`src/ext_bus_pkg.sv`:
```
// Purpose: shared types and constants for the external memory pin block
// Assumes: 125 MHz ref_clk, 8 ns period
// Notes:   pin lane numbering follows the strobe convention (lane 0 = MSB)
package ext_bus_pkg;
	localparam int CLK_PERIOD_PS   = 8000;    // ref_clk period
	localparam int ACCESS_TIME_NS  = 40;      // least strobe time, short
	localparam int FIRST_TIME_NS   = 80;      // least first access, long
	localparam logic [3:0] SHORT_CYCLES =
		4'((ACCESS_TIME_NS * 1000 + CLK_PERIOD_PS - 1) / CLK_PERIOD_PS);
	localparam logic [3:0] LONG_CYCLES =
		4'((FIRST_TIME_NS * 1000 + CLK_PERIOD_PS - 1) / CLK_PERIOD_PS);
	localparam logic [1:0] BCLK_HALF = 2'h2;  // burst clock half period
	localparam logic [1:0] BOOT_SYNC_WAIT = 2'h3; // edges to fill sync
	// sdram pin fields on the general address bus
	localparam int BANK_LO  = 16;             // non-interleaved bank A[20:16]
	localparam int IBANK_LO = 21;             // interleaved bank A[24:21]
	localparam int RC_LO    = 1;              // row/col 9..0 on A[10:1]
	localparam int BOOT_MSB = 3;              // must read low

	typedef enum logic [2:0] {
		ST_IDLE   = 3'h0,
		ST_SETUP  = 3'h1,
		ST_ACCESS = 3'h2,
		ST_BURST  = 3'h3,
		ST_FINISH = 3'h4
	} busState_type;

	typedef struct packed {
		logic        write;      // 1 write, 0 read
		logic        burst;      // burst read from synchronous flash
		logic        sdram;      // cycle goes to an sdram select
		logic        interleave; // sdram interleaved bank addressing
		logic [2:0]  sel;        // chip select 0..5 or sdram select 0..1
		logic [3:0]  byteEn;     // bit i enables D[8i+7:8i]
		logic [25:0] addr;       // byte address for async/burst
		logic [11:0] rowCol;     // sdram row/column lines
		logic [4:0]  bank;       // sdram bank lines
		logic [31:0] wdata;      // write data
		logic [3:0]  beats;      // burst beats minus one
	} memReq_type;
endpackage

```
`src/external_memory_bus_pins.sv`:
```
// Purpose: drives external memory pins: strobes, selects, burst, sdram mux
// Assumes: one clock; requests come from logic on ref_clk
// Notes:   pin inputs pass two flops; burst applies to reads only
`timescale 1ns/1ps

// Functional notes
// - four low strobes, strobe 0 is MSB lane
// - output enable low lets memory drive reads
// - direction high read, low write
// - six selects; pins 3:2 default sdram selects
// - select 4 pin doubles as data acknowledge
// - restart input aborts burst, long first access
// - latch strobe captures burst start address
// - burst clock runs during burst accesses
// - boot pins caught at reset, MSB low
// - non-interleaved bank on A[20:16]
// - interleaved bank on A[24:21]
// - row/col 9..0 on A[10:1]
module external_memory_bus_pins (
	input  wire logic                    ref_clk,         // system clock
	input  wire logic                    nrst,            // async reset
	input  wire logic                    reqValid,        // request offered
	input  wire ext_bus_pkg::memReq_type reqData,         // request content
	output logic                         reqReady,        // block idle
	output logic                         respValid,       // read word ready
	output logic [31:0]                  respData,        // read word
	input  wire logic                    csMux23,         // 1: pins 3:2 are cs
	input  wire logic                    ackMode,         // 1: pin 4 is ack
	output logic [25:0]                  addrOut,         // address pins
	output logic [1:0]                   rowColHi,        // row/col lines 11:10
	output logic [31:0]                  dataOut,         // data pins out
	output logic                         dataOe,          // data drive enable
	input  wire logic [31:0]             dataIn,          // data pins in
	output logic [3:0]                   byteLaneStrobeN, // byte strobes
	output logic                         outEnN,          // output enable
	output logic                         rwDir,           // read high
	output logic [5:0]                   chipSelN,        // select pins
	output logic                         chipSel4Oe,      // pin 4 driven
	input  wire logic                    extDataAckN,     // pin 4 as input
	input  wire logic                    burstRestartInN, // restart from flash
	output logic                         burstAddrLatchN, // address latch
	output logic                         burstClk,        // burst clock
	input  wire logic [3:0]              bootPins,        // boot straps
	output logic [3:0]                   bootMode,        // captured mode
	output logic                         bootValid,       // mode captured
	output logic                         bootPinErr       // msb strap high
);
	import ext_bus_pkg::*;

	busState_type state_q, state_d;   // access sequencer
	memReq_type   req_q;              // request held for the access
	logic [3:0]   waitCnt_q;          // strobe cycles left
	logic [3:0]   beatCnt_q;          // burst beats left
	logic [1:0]   halfCnt_q;          // burst clock phase counter
	logic [1:0]   bootCnt_q;          // settle count after reset
	logic         muxSel_q, ackSel_q; // pin function choices
	logic [31:0]  dIn1_q, dIn2_q;     // data pin synchroniser
	logic [1:0]   ack_q, rst_q;       // ack and restart synchronisers
	logic [3:0]   boot1_q, boot2_q;   // boot strap synchroniser
	logic         ackHit, restartHit, waitDone, beatEdge;

	assign ackHit     = ackSel_q && !ack_q[1];
	assign restartHit = !rst_q[1];
	assign waitDone   = (waitCnt_q == 4'h0) || ackHit;
	assign beatEdge   = burstClk && (halfCnt_q == 2'h0);

	// lane order is reversed on the pins: strobe 0 serves D[31:24]
	function automatic logic [3:0] laneStrobes(input logic [3:0] be);
		laneStrobes = ~{be[0], be[1], be[2], be[3]};
	endfunction

	// all pin inputs pass two flops before any logic looks at them
	always_ff @(posedge ref_clk or negedge nrst) begin
		if (!nrst) begin
			dIn1_q  <= 32'h0000_0000;
			dIn2_q  <= 32'h0000_0000;
			ack_q   <= 2'h3;
			rst_q   <= 2'h3;
			boot1_q <= 4'h0;
			boot2_q <= 4'h0;
		end else begin
			dIn1_q  <= dataIn;
			dIn2_q  <= dIn1_q;
			ack_q   <= {ack_q[0], extDataAckN};
			rst_q   <= {rst_q[0], burstRestartInN};
			boot1_q <= bootPins;
			boot2_q <= boot1_q;
		end
	end

	// function choices reset to sdram selects and cs4 as output
	always_ff @(posedge ref_clk or negedge nrst) begin
		if (!nrst) begin
			muxSel_q <= 1'b0;
			ackSel_q <= 1'b0;
		end else if (state_q == ST_IDLE) begin
			// only change pin roles between accesses to avoid glitches
			muxSel_q <= csMux23;
			ackSel_q <= ackMode;
		end
	end

	// boot straps caught once, after the synchroniser has filled
	always_ff @(posedge ref_clk or negedge nrst) begin
		if (!nrst) begin
			bootCnt_q  <= 2'h0;
			bootValid  <= 1'b0;
			bootMode   <= 4'h0;
			bootPinErr <= 1'b0;
		end else if (!bootValid) begin
			if (bootCnt_q == BOOT_SYNC_WAIT) begin
				bootValid  <= 1'b1;
				bootMode   <= boot2_q;
				bootPinErr <= boot2_q[BOOT_MSB];
			end else begin
				bootCnt_q <= bootCnt_q + 2'h1;
			end
		end
	end

	// next state of the access sequencer
	always_comb begin
		state_d = state_q;
		unique case (state_q)
			ST_IDLE: begin
				// reqReady stays low for one edge after reset release
				if (reqValid && reqReady) begin
					state_d = ST_SETUP;
				end
			end
			ST_SETUP: begin
				state_d = ST_ACCESS;
			end
			ST_ACCESS: begin
				if (waitDone) begin
					state_d = (req_q.burst && !req_q.write) ? ST_BURST
						: ST_FINISH;
				end
			end
			ST_BURST: begin
				if (restartHit) begin
					state_d = ST_SETUP;
				end else if (beatEdge && beatCnt_q == 4'h0) begin
					state_d = ST_FINISH;
				end
			end
			ST_FINISH: begin
				state_d = ST_IDLE;
			end
			default: begin
				state_d = ST_IDLE;
			end
		endcase
	end

	// sequencer, request hold and counters
	always_ff @(posedge ref_clk or negedge nrst) begin
		if (!nrst) begin
			state_q   <= ST_IDLE;
			req_q     <= '0;
			waitCnt_q <= 4'h0;
			beatCnt_q <= 4'h0;
		end else begin
			state_q <= state_d;
			if (state_q == ST_IDLE && reqValid && reqReady) begin
				req_q     <= reqData;
				beatCnt_q <= reqData.beats;
				// a burst read opens with the long first access
				waitCnt_q <= (reqData.burst && !reqData.write) ?
					LONG_CYCLES : SHORT_CYCLES;
			end else if (state_q == ST_BURST && restartHit) begin
				waitCnt_q <= LONG_CYCLES;
				beatCnt_q <= req_q.beats;
			end else if (state_q == ST_ACCESS && waitCnt_q != 4'h0) begin
				waitCnt_q <= waitCnt_q - 4'h1;
			end else if (state_q == ST_BURST && beatEdge) begin
				beatCnt_q <= beatCnt_q - 4'h1;
			end
		end
	end

	// burst clock: toggles every BCLK_HALF cycles, low outside bursts
	always_ff @(posedge ref_clk or negedge nrst) begin
		if (!nrst) begin
			halfCnt_q <= 2'h0;
			burstClk  <= 1'b0;
		end else if (state_d == ST_BURST) begin
			halfCnt_q <= (halfCnt_q == 2'h0) ? BCLK_HALF - 2'h1
				: halfCnt_q - 2'h1;
			if (halfCnt_q == 2'h0) begin
				burstClk <= ~burstClk;
			end
		end else begin
			halfCnt_q <= 2'h0;
			burstClk  <= 1'b0;
		end
	end

	// read answer: data is the synchronised pin value, three cycles late
	always_ff @(posedge ref_clk or negedge nrst) begin
		if (!nrst) begin
			respValid <= 1'b0;
			respData  <= 32'h0000_0000;
			reqReady  <= 1'b0;
		end else begin
			reqReady  <= (state_d == ST_IDLE);
			respValid <= !req_q.write && ((state_q == ST_ACCESS &&
				waitDone && !req_q.burst) ||
				(state_q == ST_BURST && beatEdge && !restartHit));
			respData  <= dIn2_q;
		end
	end

	// pin drive follows the next state, so pins line up with state_q
	always_ff @(posedge ref_clk or negedge nrst) begin
		if (!nrst) begin
			addrOut         <= 26'h000_0000;
			rowColHi        <= 2'h0;
			dataOut         <= 32'h0000_0000;
			dataOe          <= 1'b0;
			byteLaneStrobeN <= 4'hF;
			outEnN          <= 1'b1;
			rwDir           <= 1'b1;
			chipSelN        <= 6'h3F;
			chipSel4Oe      <= 1'b1;
			burstAddrLatchN <= 1'b1;
		end else begin
			chipSel4Oe      <= !ackSel_q;
			// a burst flagged write runs as a plain write: no latch
			burstAddrLatchN <= !(state_d == ST_SETUP &&
				(state_q == ST_IDLE ? reqData.burst && !reqData.write
				: req_q.burst));
			if (state_d == ST_SETUP && state_q == ST_IDLE) begin
				addrOut  <= reqData.addr;
				rowColHi <= reqData.rowCol[11:10];
				if (reqData.sdram) begin
					addrOut[RC_LO +: 10] <= reqData.rowCol[9:0];
					if (reqData.interleave) begin
						addrOut[IBANK_LO +: 4] <= reqData.bank[3:0];
					end else begin
						addrOut[BANK_LO +: 5] <= reqData.bank;
					end
				end
				rwDir   <= !reqData.write;
				dataOut <= reqData.wdata;
			end
			if (state_d == ST_SETUP || state_d == ST_ACCESS ||
				state_d == ST_BURST) begin
				dataOe <= req_q.write || (state_q == ST_IDLE &&
					reqData.write);
			end else begin
				dataOe <= 1'b0;
			end
			if (state_d == ST_ACCESS || state_d == ST_BURST) begin
				byteLaneStrobeN <= laneStrobes(req_q.byteEn);
				outEnN          <= req_q.write;
				chipSelN        <= 6'h3F;
				if (req_q.sdram) begin
					if (!muxSel_q) begin
						chipSelN[2 + req_q.sel[0]] <= 1'b0;
					end
				end else if (!(req_q.sel[1:0] == 2'h0 &&
					req_q.sel[2] && ackSel_q) &&
					!(req_q.sel[2:1] == 2'h1 && !muxSel_q)) begin
					chipSelN[req_q.sel] <= 1'b0;
				end
			end else begin
				byteLaneStrobeN <= 4'hF;
				outEnN          <= 1'b1;
				chipSelN        <= 6'h3F;
			end
		end
	end
endmodule

```
`config.mk`:
```
export PLATFORM = sky130hd
export DESIGN_NAME = external_memory_bus_pins
export DESIGN_NICKNAME = d
export VERILOG_FILES = /design/src/ext_bus_pkg.sv /design/src/external_memory_bus_pins.sv
export SDC_FILE = /design/constraint.sdc
export NUM_CORES = 1
export LEC_CHECK = 0
export BUFFER_PORTS_ARGS = -buffer_cell sky130_fd_sc_hd__buf_2
export CAP_MARGIN = 20
export CORE_AREA = 8 8 187 118
export CTS_CLUSTER_SIZE = 20
export DETAILED_ROUTE_END_ITERATION = 12
export DIE_AREA = 0 0 195 126
export PLACE_DENSITY = 0.74
export SLEW_MARGIN = 40
export SYNTH_ARGS = -nofsm -noshare
export SYNTH_HDL_FRONTEND = slang
export SYNTH_SLANG_ARGS = --single-unit
```
`constraint.sdc`:
```
create_clock -name ref_clk -period 3.1 [get_ports ref_clk]
set_input_delay 0.465 -clock ref_clk [delete_from_list [all_inputs] [get_ports ref_clk]]
set_output_delay 0.465 -clock ref_clk [all_outputs]
set_load 0.01 [all_outputs]
```
==> results of run 1 <==
==> cells in the mapped netlist (all sizes together), types with 3 or more instances <==
cell       n
nand3b     3
nor3      10
o21ai     28
nand2    188
inv       11
o2bb2ai    3
clkbuf    11
buf       12
and2       3
nor2       8
mux2       9
dfstp     18
nor2b      4
mux2i     21
a21oi      6
dfrtp    204
xor2       3
nor3b      4
nand2b     3
ha         5
==> path summary, 6_finish.rpt <==
| check | end | slack [ns] | startpoint | cells past startpoint |
|---|---|---|---|---|
| min in group asynchronous | bootMode[3]$_DFFE_PN0P_ | 0.56 | nrst | 2 |
| max in group asynchronous | burstAddrLatchN$_DFF_PN1_ | 1.71 | nrst | 3 |
| worst min-delay path | rst_q[0]$_DFF_PN1_ | 0.07 | burstRestartInN | 1 |
| worst max register to register | beatCnt_q[2]$_DFFE_PN0P_ | 0.76 | state_q[0]$_DFF_PN0_ | 4 |
| worst max-delay path | beatCnt_q[2]$_DFFE_PN0P_ | 0.76 | state_q[0]$_DFF_PN0_ | 4 |
| worst min register to register | respData[31]$_DFF_PN0_ | 0.34 | dIn2_q[31]$_DFF_PN0_ | 0 |
==> final cells by class <==
| class | instances | area (um^2) | area share |
|---|---|---|---|
| Clock buffer | 30 | 652 | 0.0663 |
| Sequential cell | 222 | 5580 | 0.568 |
| Timing Repair Buffer | 254 | 1320 | 0.135 |
| Multi-Input combinational cell | 329 | 1800 | 0.183 |
| Inverter | 11 | 41.3 | 0.00420 |
| Tap cell | 252 | 315 | 0.0321 |
| Clock inverter | 10 | 116 | 0.0118 |
==> metal layers <==
metal	part of all wire	wire, um
met5	0.00086	16
met4	0.018	343
met3	0.10	1910
met2	0.42	7800
met1	0.46	8580
==> power groups by stage <==
| stage | combinational (mW) | clock, mW | sequential (mW) |
|---|---|---|---|
| 4_1_cts | 2.38 | 2.83 | 4.02 |
| 2_1_floorplan | 1.19 | 0 | 4.23 |
| 3_5_place_dp | 2.38 | 0 | 4.06 |
| 3_3_place_gp | 2.31 | 0 | 4.04 |
| 5_1_grt | 2.63 | 2.94 | 4.11 |
| 6_report | 2.33 | 2.73 | 4.02 |
==> through the flow <==
stage,power (mW),utilization,setup WS (ns),instances
final,9.08,0.506,0.756,1108
after global routing,9.69,0.506,0.550,1108
after CTS,9.23,0.506,0.725,1108
after detailed placement,6.44,0.466,0.724,1067
after global placement,6.35,0.466,0.816,1067
after floorplan,5.42,-,1.34,585
==> flip-flops by register name (all words and copies together) (netlist names), 3 cells and up <==
signal	flops
chipSelN	6
boot1_q	4
waitCnt_q	4
state_q	3
dIn2_q	32
boot2_q	4
dIn1_q	32
bootMode	4
addrOut	26
respData	32
beatCnt_q	4
byteLaneStrobeN	4
dataOut	32
req_q	14
==> kinds of logic (layout without fill, tap and decap cells) <==
group	Yosys count	after routing	synth area share
AND/OR/NAND/NOR	233	233	0.133
multiplexers	30	30	0.0414
flip-flops	222	222	0.741
XOR/XNOR	4	4	0.00466
AO/OA/AOI/OAI	57	57	0.0506
buffers and inverters	34	305	0.0208
adder cells (fa/ha/maj)	5	5	0.00831
==> critical path, stage by stage (launching register included) <==
cell     delay (ns)
dfrtp_1        0.44
nor3_4         0.47
and2_2         0.66
mux2_2         0.42
a32o_1         0.25
==> summary.md, run 1 <==
| Metric | Value |
|---|---|
| Status | `completed` |
| Clock buffer count from CTS | `22` |
| Fraction of met2 tracks used by global routing | `0.213` |
| Met1 GRT Util | `0.207` |
| Dpl hpwl | `13600 um` |
| Die Outline Area | `about 25000 um^2` |
| CTS clk-pin slew, worst paths | `0.06 ns` |
| Antenna violations before repair | `2` |
| Wirelength per Cell | `16.8 um` |
| Number of sinks handled by clock tree synthesis | `around 220` |
| Layout Skew | `0.0127 ns` |
| Top library cells by usage in the layout, fill and taps aside | `buf_2 (247), dfrtp_1 (204), nand2_1 (187)` |
| Commonest non-fill, non-tap cell in the layout | `buf_2` |
| Fraction of synthesized cell area taken by the top area cell type | `0.678` |
| Remaining routing DRC violations | `0` |
| Via density | `4.59` |
| Classification of the worst-slack hold path | `input pin to flop` |
| Overall Global Routing Usage | `0.149` |
| Max-Slew Margin vs Limit | `0.563` |
| Initial core utilization | `0.388` |
| Shortest period the worst path allows | `2.34 ns` |
| Final cell area excluding filler cells | `9830 um^2` |
| Share of final-layout standard cells stronger than drive strength 1 | `0.382` |
| Worst endpoint required time | `3.48 ns` |
| Io pins | `249` |
| Clock root cell | `clkbuf_16` |
| Power Density | `924 nW/um^2` |
| Level count of the clock H-tree | `1` |
| Height of the die | `126 um` |
| Setup Fix Bufs, Post-CTS | `0` |
| Netlist area before placement | `between 7000 and 8000 um^2` |
| Hold Violations, Final | `0` |
| Gate Count Post-Synth | `585` |
| Share of the yosys chip area belonging to registers | `0.741` |
| Mean instance size in the synthesized netlist | `12.9 um^2` |
| First-pass detailed-route iteration total | `4` |
| Total placed instance area | `between 9000 and 10000 um^2` |
| Synthesized netlist net count | `723` |
| Port-buffer cells | `248` |
| First-pass GRT wire length | `about 30000 um` |
| Busiest grt layer | `met2` |
| Count of standard-cell rows | `40` |
| #FFs+latches synth | `222` |
| Top area cells in the synthesized netlist | `dfrtp_1 (68%), nand2_1 (9.4%), dfstp_2 (6.3%)` |
| Gpl congestion | `roughly 0.8` |
| Synth area leader | `dfrtp_1` |
| Count of fill cells added during filler insertion | `1743` |
| Sw power | `between 2 and 3 mW` |
| Clk network pwr share | `0.301` |
| Maximum number of pins on one net before global-route repair | `87` |
| RSZ-0062 raised after global routing | `false` |
| Total detailed-routing wirelength | `18700 um` |
| Final Setup Violations | `0` |
| Final critical-path share of the clock period | `0.756` |
| Pins Over Slew Limit | `0` |
| Fraction of power consumed by combinational cells | `0.257` |
| Cell internal power dissipation | `about 6 mW` |
| Critical Path Start Type | `flop` |
| Worst hold-check slack | `approximately 0.07 ns` |
| Clock insertion delay at the later pin of the skew report | `between 0.4 and 0.5 ns` |
| Async SR Flop Fraction | `1.00` |
| Static Leak | `5.04 nW` |
| Main synth FF type | `dfrtp_1` |
| Maximum frequency from static timing analysis | `427 MHz` |
| Area of the core | `between 15000 and 20000 um^2` |
| Grt total ovfl | `0` |
| Max Root-Sink Buffers | `3` |
| M3 GR Usage | `0.0652` |
| Setup TNS | `0 ns` |
| WP data arrival | `2.72 ns` |
| Post-cts resize count | `0` |
| Register share of total power | `0.442` |
| Synthesis Warnings | `0` |
| Layout-stage area growth over the synthesis result | `30.6%` |
| Final net count | `978` |
| EDFF count, synth | `0` |
| Count of cell types in the netlist | `51` |
| Vias in the first global route | `approximately 5300` |
| DRT antenna net count | `0` |
| Worst vdd ir | `~0.00047 V` |
| Chip width | `195 um` |
| Antenna Diode Count | `0` |
| Critical path start-end classification | `flop to flop` |
| Critical path endpoint category | `flop` |
| Transition time at the pin with the least slew margin | `~0.66 ns` |
| Worst Path Max Fanout | `29` |
| First DRT Iteration DRCs | `about 250` |
| DR vias | `a little over 5000` |
| Clock tree from TritonCTS | `done` |
| Post-CTS Hold Buffers | `1` |
| Number of violations of the max-capacitance limit | `0` |
| Switching share of total power | `0.319` |
Note: power is estimated with default switching activity, not from simulation.
==> run 2, diff against run 1 <==
==> constraint.sdc (replaced) <==
create_clock -name ref_clk -period 2.2 [get_ports ref_clk]
set_input_delay 0.33 -clock ref_clk [delete_from_list [all_inputs] [get_ports ref_clk]]
set_output_delay 0.33 -clock ref_clk [all_outputs]
set_load 0.01 [all_outputs]
==> run 2 against run 1 <==
Compared with the run above:
- non-clock buffer count up 47
- register-to-register slack worse by 0.51 ns
- clock skew down 0.0038 ns
- critical endpoint is now reqReady$_DFF_PN0_
==> summary.md, run 2 (same netlist as run 1, synthesis figures left out) <==
| Metric | Value |
|---|---|
| Status | `completed (unchanged)` |
| CTS clk-pin slew, worst paths | `0.07 ns (was 0.06 ns)` |
| Number of violations of the max-capacitance limit | `0 (unchanged)` |
| Classification of the worst-slack hold path | `input pin to flop (unchanged)` |
| Gpl congestion | `0.802 (about the same)` |
| Final net count | `1023 (was 978)` |
| Clock insertion delay at the later pin of the skew report | `0.49 ns (about the same)` |
| Count of fill cells added during filler insertion | `1671 (was 1743)` |
| Clock root cell | `clkbuf_16 (unchanged)` |
| Cells traversed along the worst timing path | `inv_1 -> ha_1 -> nor3b_2 -> o21ai_0 -> a221oi_4 -> inv_2 -> nor3_1 (was nor3_4 -> and2_2 -> mux2_2 -> a32o_1)` |
| Sw power | `4.08 mW (was 2.90 mW)` |
| Final Setup Violations | `0 (unchanged)` |
| Wirelength per Cell | `16.8 um (about the same)` |
| Critical Path Start Type | `flop (unchanged)` |
| Clock buffer count from CTS | `20 (was 22)` |
| Maximum frequency from static timing analysis | `511 MHz (was 427 MHz)` |
| Final critical-path share of the clock period | `0.890 (was 0.756)` |
| Vias in the first global route | `5671 (was 5331)` |
| Share of final-layout standard cells stronger than drive strength 1 | `0.368 (was 0.382)` |
| Layout-stage area growth over the synthesis result | `35.6% (was 30.6%)` |
| Setup TNS | `0 ns (unchanged)` |
| Dpl hpwl | `13700 um (was 13600 um)` |
| First DRT Iteration DRCs | `303 (was 247)` |
| Number of sinks handled by clock tree synthesis | `222 (unchanged)` |
| Antenna violations before repair | `3 (was 2)` |
| Level count of the clock H-tree | `1 (unchanged)` |
| Number of cells on the worst reg-to-reg path | `7 (was 4)` |
| Layout Skew | `0.00885 ns (was 0.0127 ns)` |
| Via density | `4.51 (was 4.59)` |
| Max-Slew Margin vs Limit | `0.643 (was 0.563)` |
| Maximum number of pins on one net before global-route repair | `71 (was 87)` |
| Chip width | `195 um (unchanged)` |
| Routed metal-1 wirelength | `8980 um (was 8580 um)` |
| WP data arrival | `2.36 ns (was 2.72 ns)` |
| Final cell area excluding filler cells | `10200 um^2 (was 9830 um^2)` |
| Number of stages on the worst hold path | `3 (was 1)` |
| Io pins | `249 (unchanged)` |
| Sum of met2 wire segment lengths after detailed routing | `8240 um (was 7800 um)` |
| Port-buffer cells | `248 (unchanged)` |
| Fraction of power consumed by combinational cells | `0.268 (was 0.257)` |
| Commonest non-fill, non-tap cell in the layout | `buf_2 (unchanged)` |
| Clk network pwr share | `0.284 (was 0.301)` |
| Worst vdd ir | `0.000571 V (was 0.000472 V)` |
| First-pass GRT wire length | `31400 um (was 29800 um)` |
| Height of the die | `126 um (unchanged)` |
| Initial core utilization | `0.388 (unchanged)` |
| DRT antenna net count | `0 (unchanged)` |
| Count of standard-cell rows | `40 (unchanged)` |
| Static Leak | `5.20 nW (was 5.04 nW)` |
| Switching share of total power | `0.321 (was 0.319)` |
| Setup Fix Bufs, Post-CTS | `0 (unchanged)` |
| Worst Path Max Fanout | `13 (was 29)` |
| Worst endpoint required time | `2.61 ns (was 3.48 ns)` |
| Total placed instance area | `9110 um^2 (was 9050 um^2)` |
| Top library cells by usage in the layout, fill and taps aside | `buf_2 (247), dfrtp_1 (204), nand2_1 (187) (unchanged)` |
| First-pass detailed-route iteration total | `4 (unchanged)` |
| Critical path start-end classification | `flop to flop (unchanged)` |
| Die Outline Area | `24600 um^2 (unchanged)` |
| Hold Violations, Final | `0 (unchanged)` |
| Area of the core | `19400 um^2 (unchanged)` |
| Power Density | `1240 nW/um^2 (was 924 nW/um^2)` |
| Cell internal power dissipation | `8.62 mW (was 6.18 mW)` |
| Transition time at the pin with the least slew margin | `0.536 ns (was 0.656 ns)` |
| Total detailed-routing wirelength | `19300 um (was 18700 um)` |
| DR vias | `5199 (was 5087)` |
| Max Root-Sink Buffers | `3 (unchanged)` |
| Shortest period the worst path allows | `1.96 ns (was 2.34 ns)` |
| Register share of total power | `0.447 (was 0.442)` |
| Top Metal Used | `met5 (unchanged)` |
| Remaining routing DRC violations | `0 (unchanged)` |
| Pins Over Slew Limit | `0 (unchanged)` |
| Overall Global Routing Usage | `0.158 (was 0.149)` |
| Clock tree from TritonCTS | `done (unchanged)` |
| Maximum single-stage delay on the critical path | `0.39 ns (was 0.66 ns)` |
| Critical path endpoint category | `flop (unchanged)` |
| Routed wire length on met3 | `1800 um (was 1910 um)` |
| Grt total ovfl | `0 (unchanged)` |
| Critical-path top delay cell | `dfrtp_1 (was and2_2)` |
==> run 2: power groups by stage <==
| stage | sequential, mW | combinational, mW | clock [mW] |
|---|---|---|---|
| 2_1_floorplan | 5.96 | 1.68 | 0 |
| 3_3_place_gp | 5.68 | 3.32 | 0 |
| 3_5_place_dp | 5.73 | 3.41 | 0 |
| 4_1_cts | 5.68 | 3.46 | 3.72 |
| 5_1_grt | 5.81 | 3.84 | 3.89 |
| 6_report | 5.68 | 3.41 | 3.61 |
==> run 2: worst paths after layout <==
| path | start | end | slack (ns) |
|---|---|---|---|
| worst max-delay path | waitCnt_q[0]$_DFFE_PN0P_ | reqReady$_DFF_PN0_ | 0.24 |
| max in group asynchronous | nrst | burstAddrLatchN$_DFF_PN1_ | 1.08 |
| worst max register to register | waitCnt_q[0]$_DFFE_PN0P_ | reqReady$_DFF_PN0_ | 0.24 |
| min in group asynchronous | nrst | dataOut[9]$_DFFE_PN0P_ | 0.39 |
| worst min register to register | dIn2_q[25]$_DFF_PN0_ | respData[25]$_DFF_PN0_ | 0.34 |
| worst min-delay path | reqData[79] | req_q[79]$_DFFE_PN0P_ | 0.03 |
==> run 2: area by class of cell <==
class                   instances  area [um^2]  share of cell area
multi-input cells             329         1800               0.177
well taps                     252          315              0.0309
clock buffers                  26          554              0.0543
flip-flops and latches        222         5580               0.547
inverters                      11         41.3             0.00405
repair buffers                301         1770               0.174
diodes                          2         5.00            0.000491
clock inverters                10          130              0.0128
==> run 2: per-layer routing <==
| layer | vias up | GRT usage |
|---|---|---|
| met4 | 2 | 0.0337 |
| li1 | 2504 | - |
| met2 | 191 | 0.229 |
| met5 | - | 0 |
| met1 | 2476 | 0.219 |
| met3 | 26 | 0.0646 |
==> run 2: critical path: cells and delay by family (launching register included) <==
kind                       cells  cell delay (ns)
DFF                            1             0.39
AOI/OAI and AO/OA              2             0.56
buffers and inverters          2             0.31
adders and majority gates      1             0.16
and+or+nand+nor                2             0.45
==> run 2: stage by stage <==
stage               worst slack [ns]  power [mW]  cells   util  hold WS (ns)
floorplan                      0.436        7.63    585      -        0.0344
global placement               0.226        9.00   1076  0.469         0.331
detailed placement             0.127        9.14   1076  0.469         0.330
CTS                            0.109        12.9   1151  0.525       0.00572
global route                -0.00848        13.5   1153  0.525        0.0174
finish                         0.243        12.7   1153  0.525        0.0269
==> run 2: what timing repair did <==
item / 4_1_cts / 5_1_grt
setup endpoints to repair: 0 / 9
hold buffers: 39 / 0
resized for setup: 0 / 1
hold endpoints to repair: 94 / 0
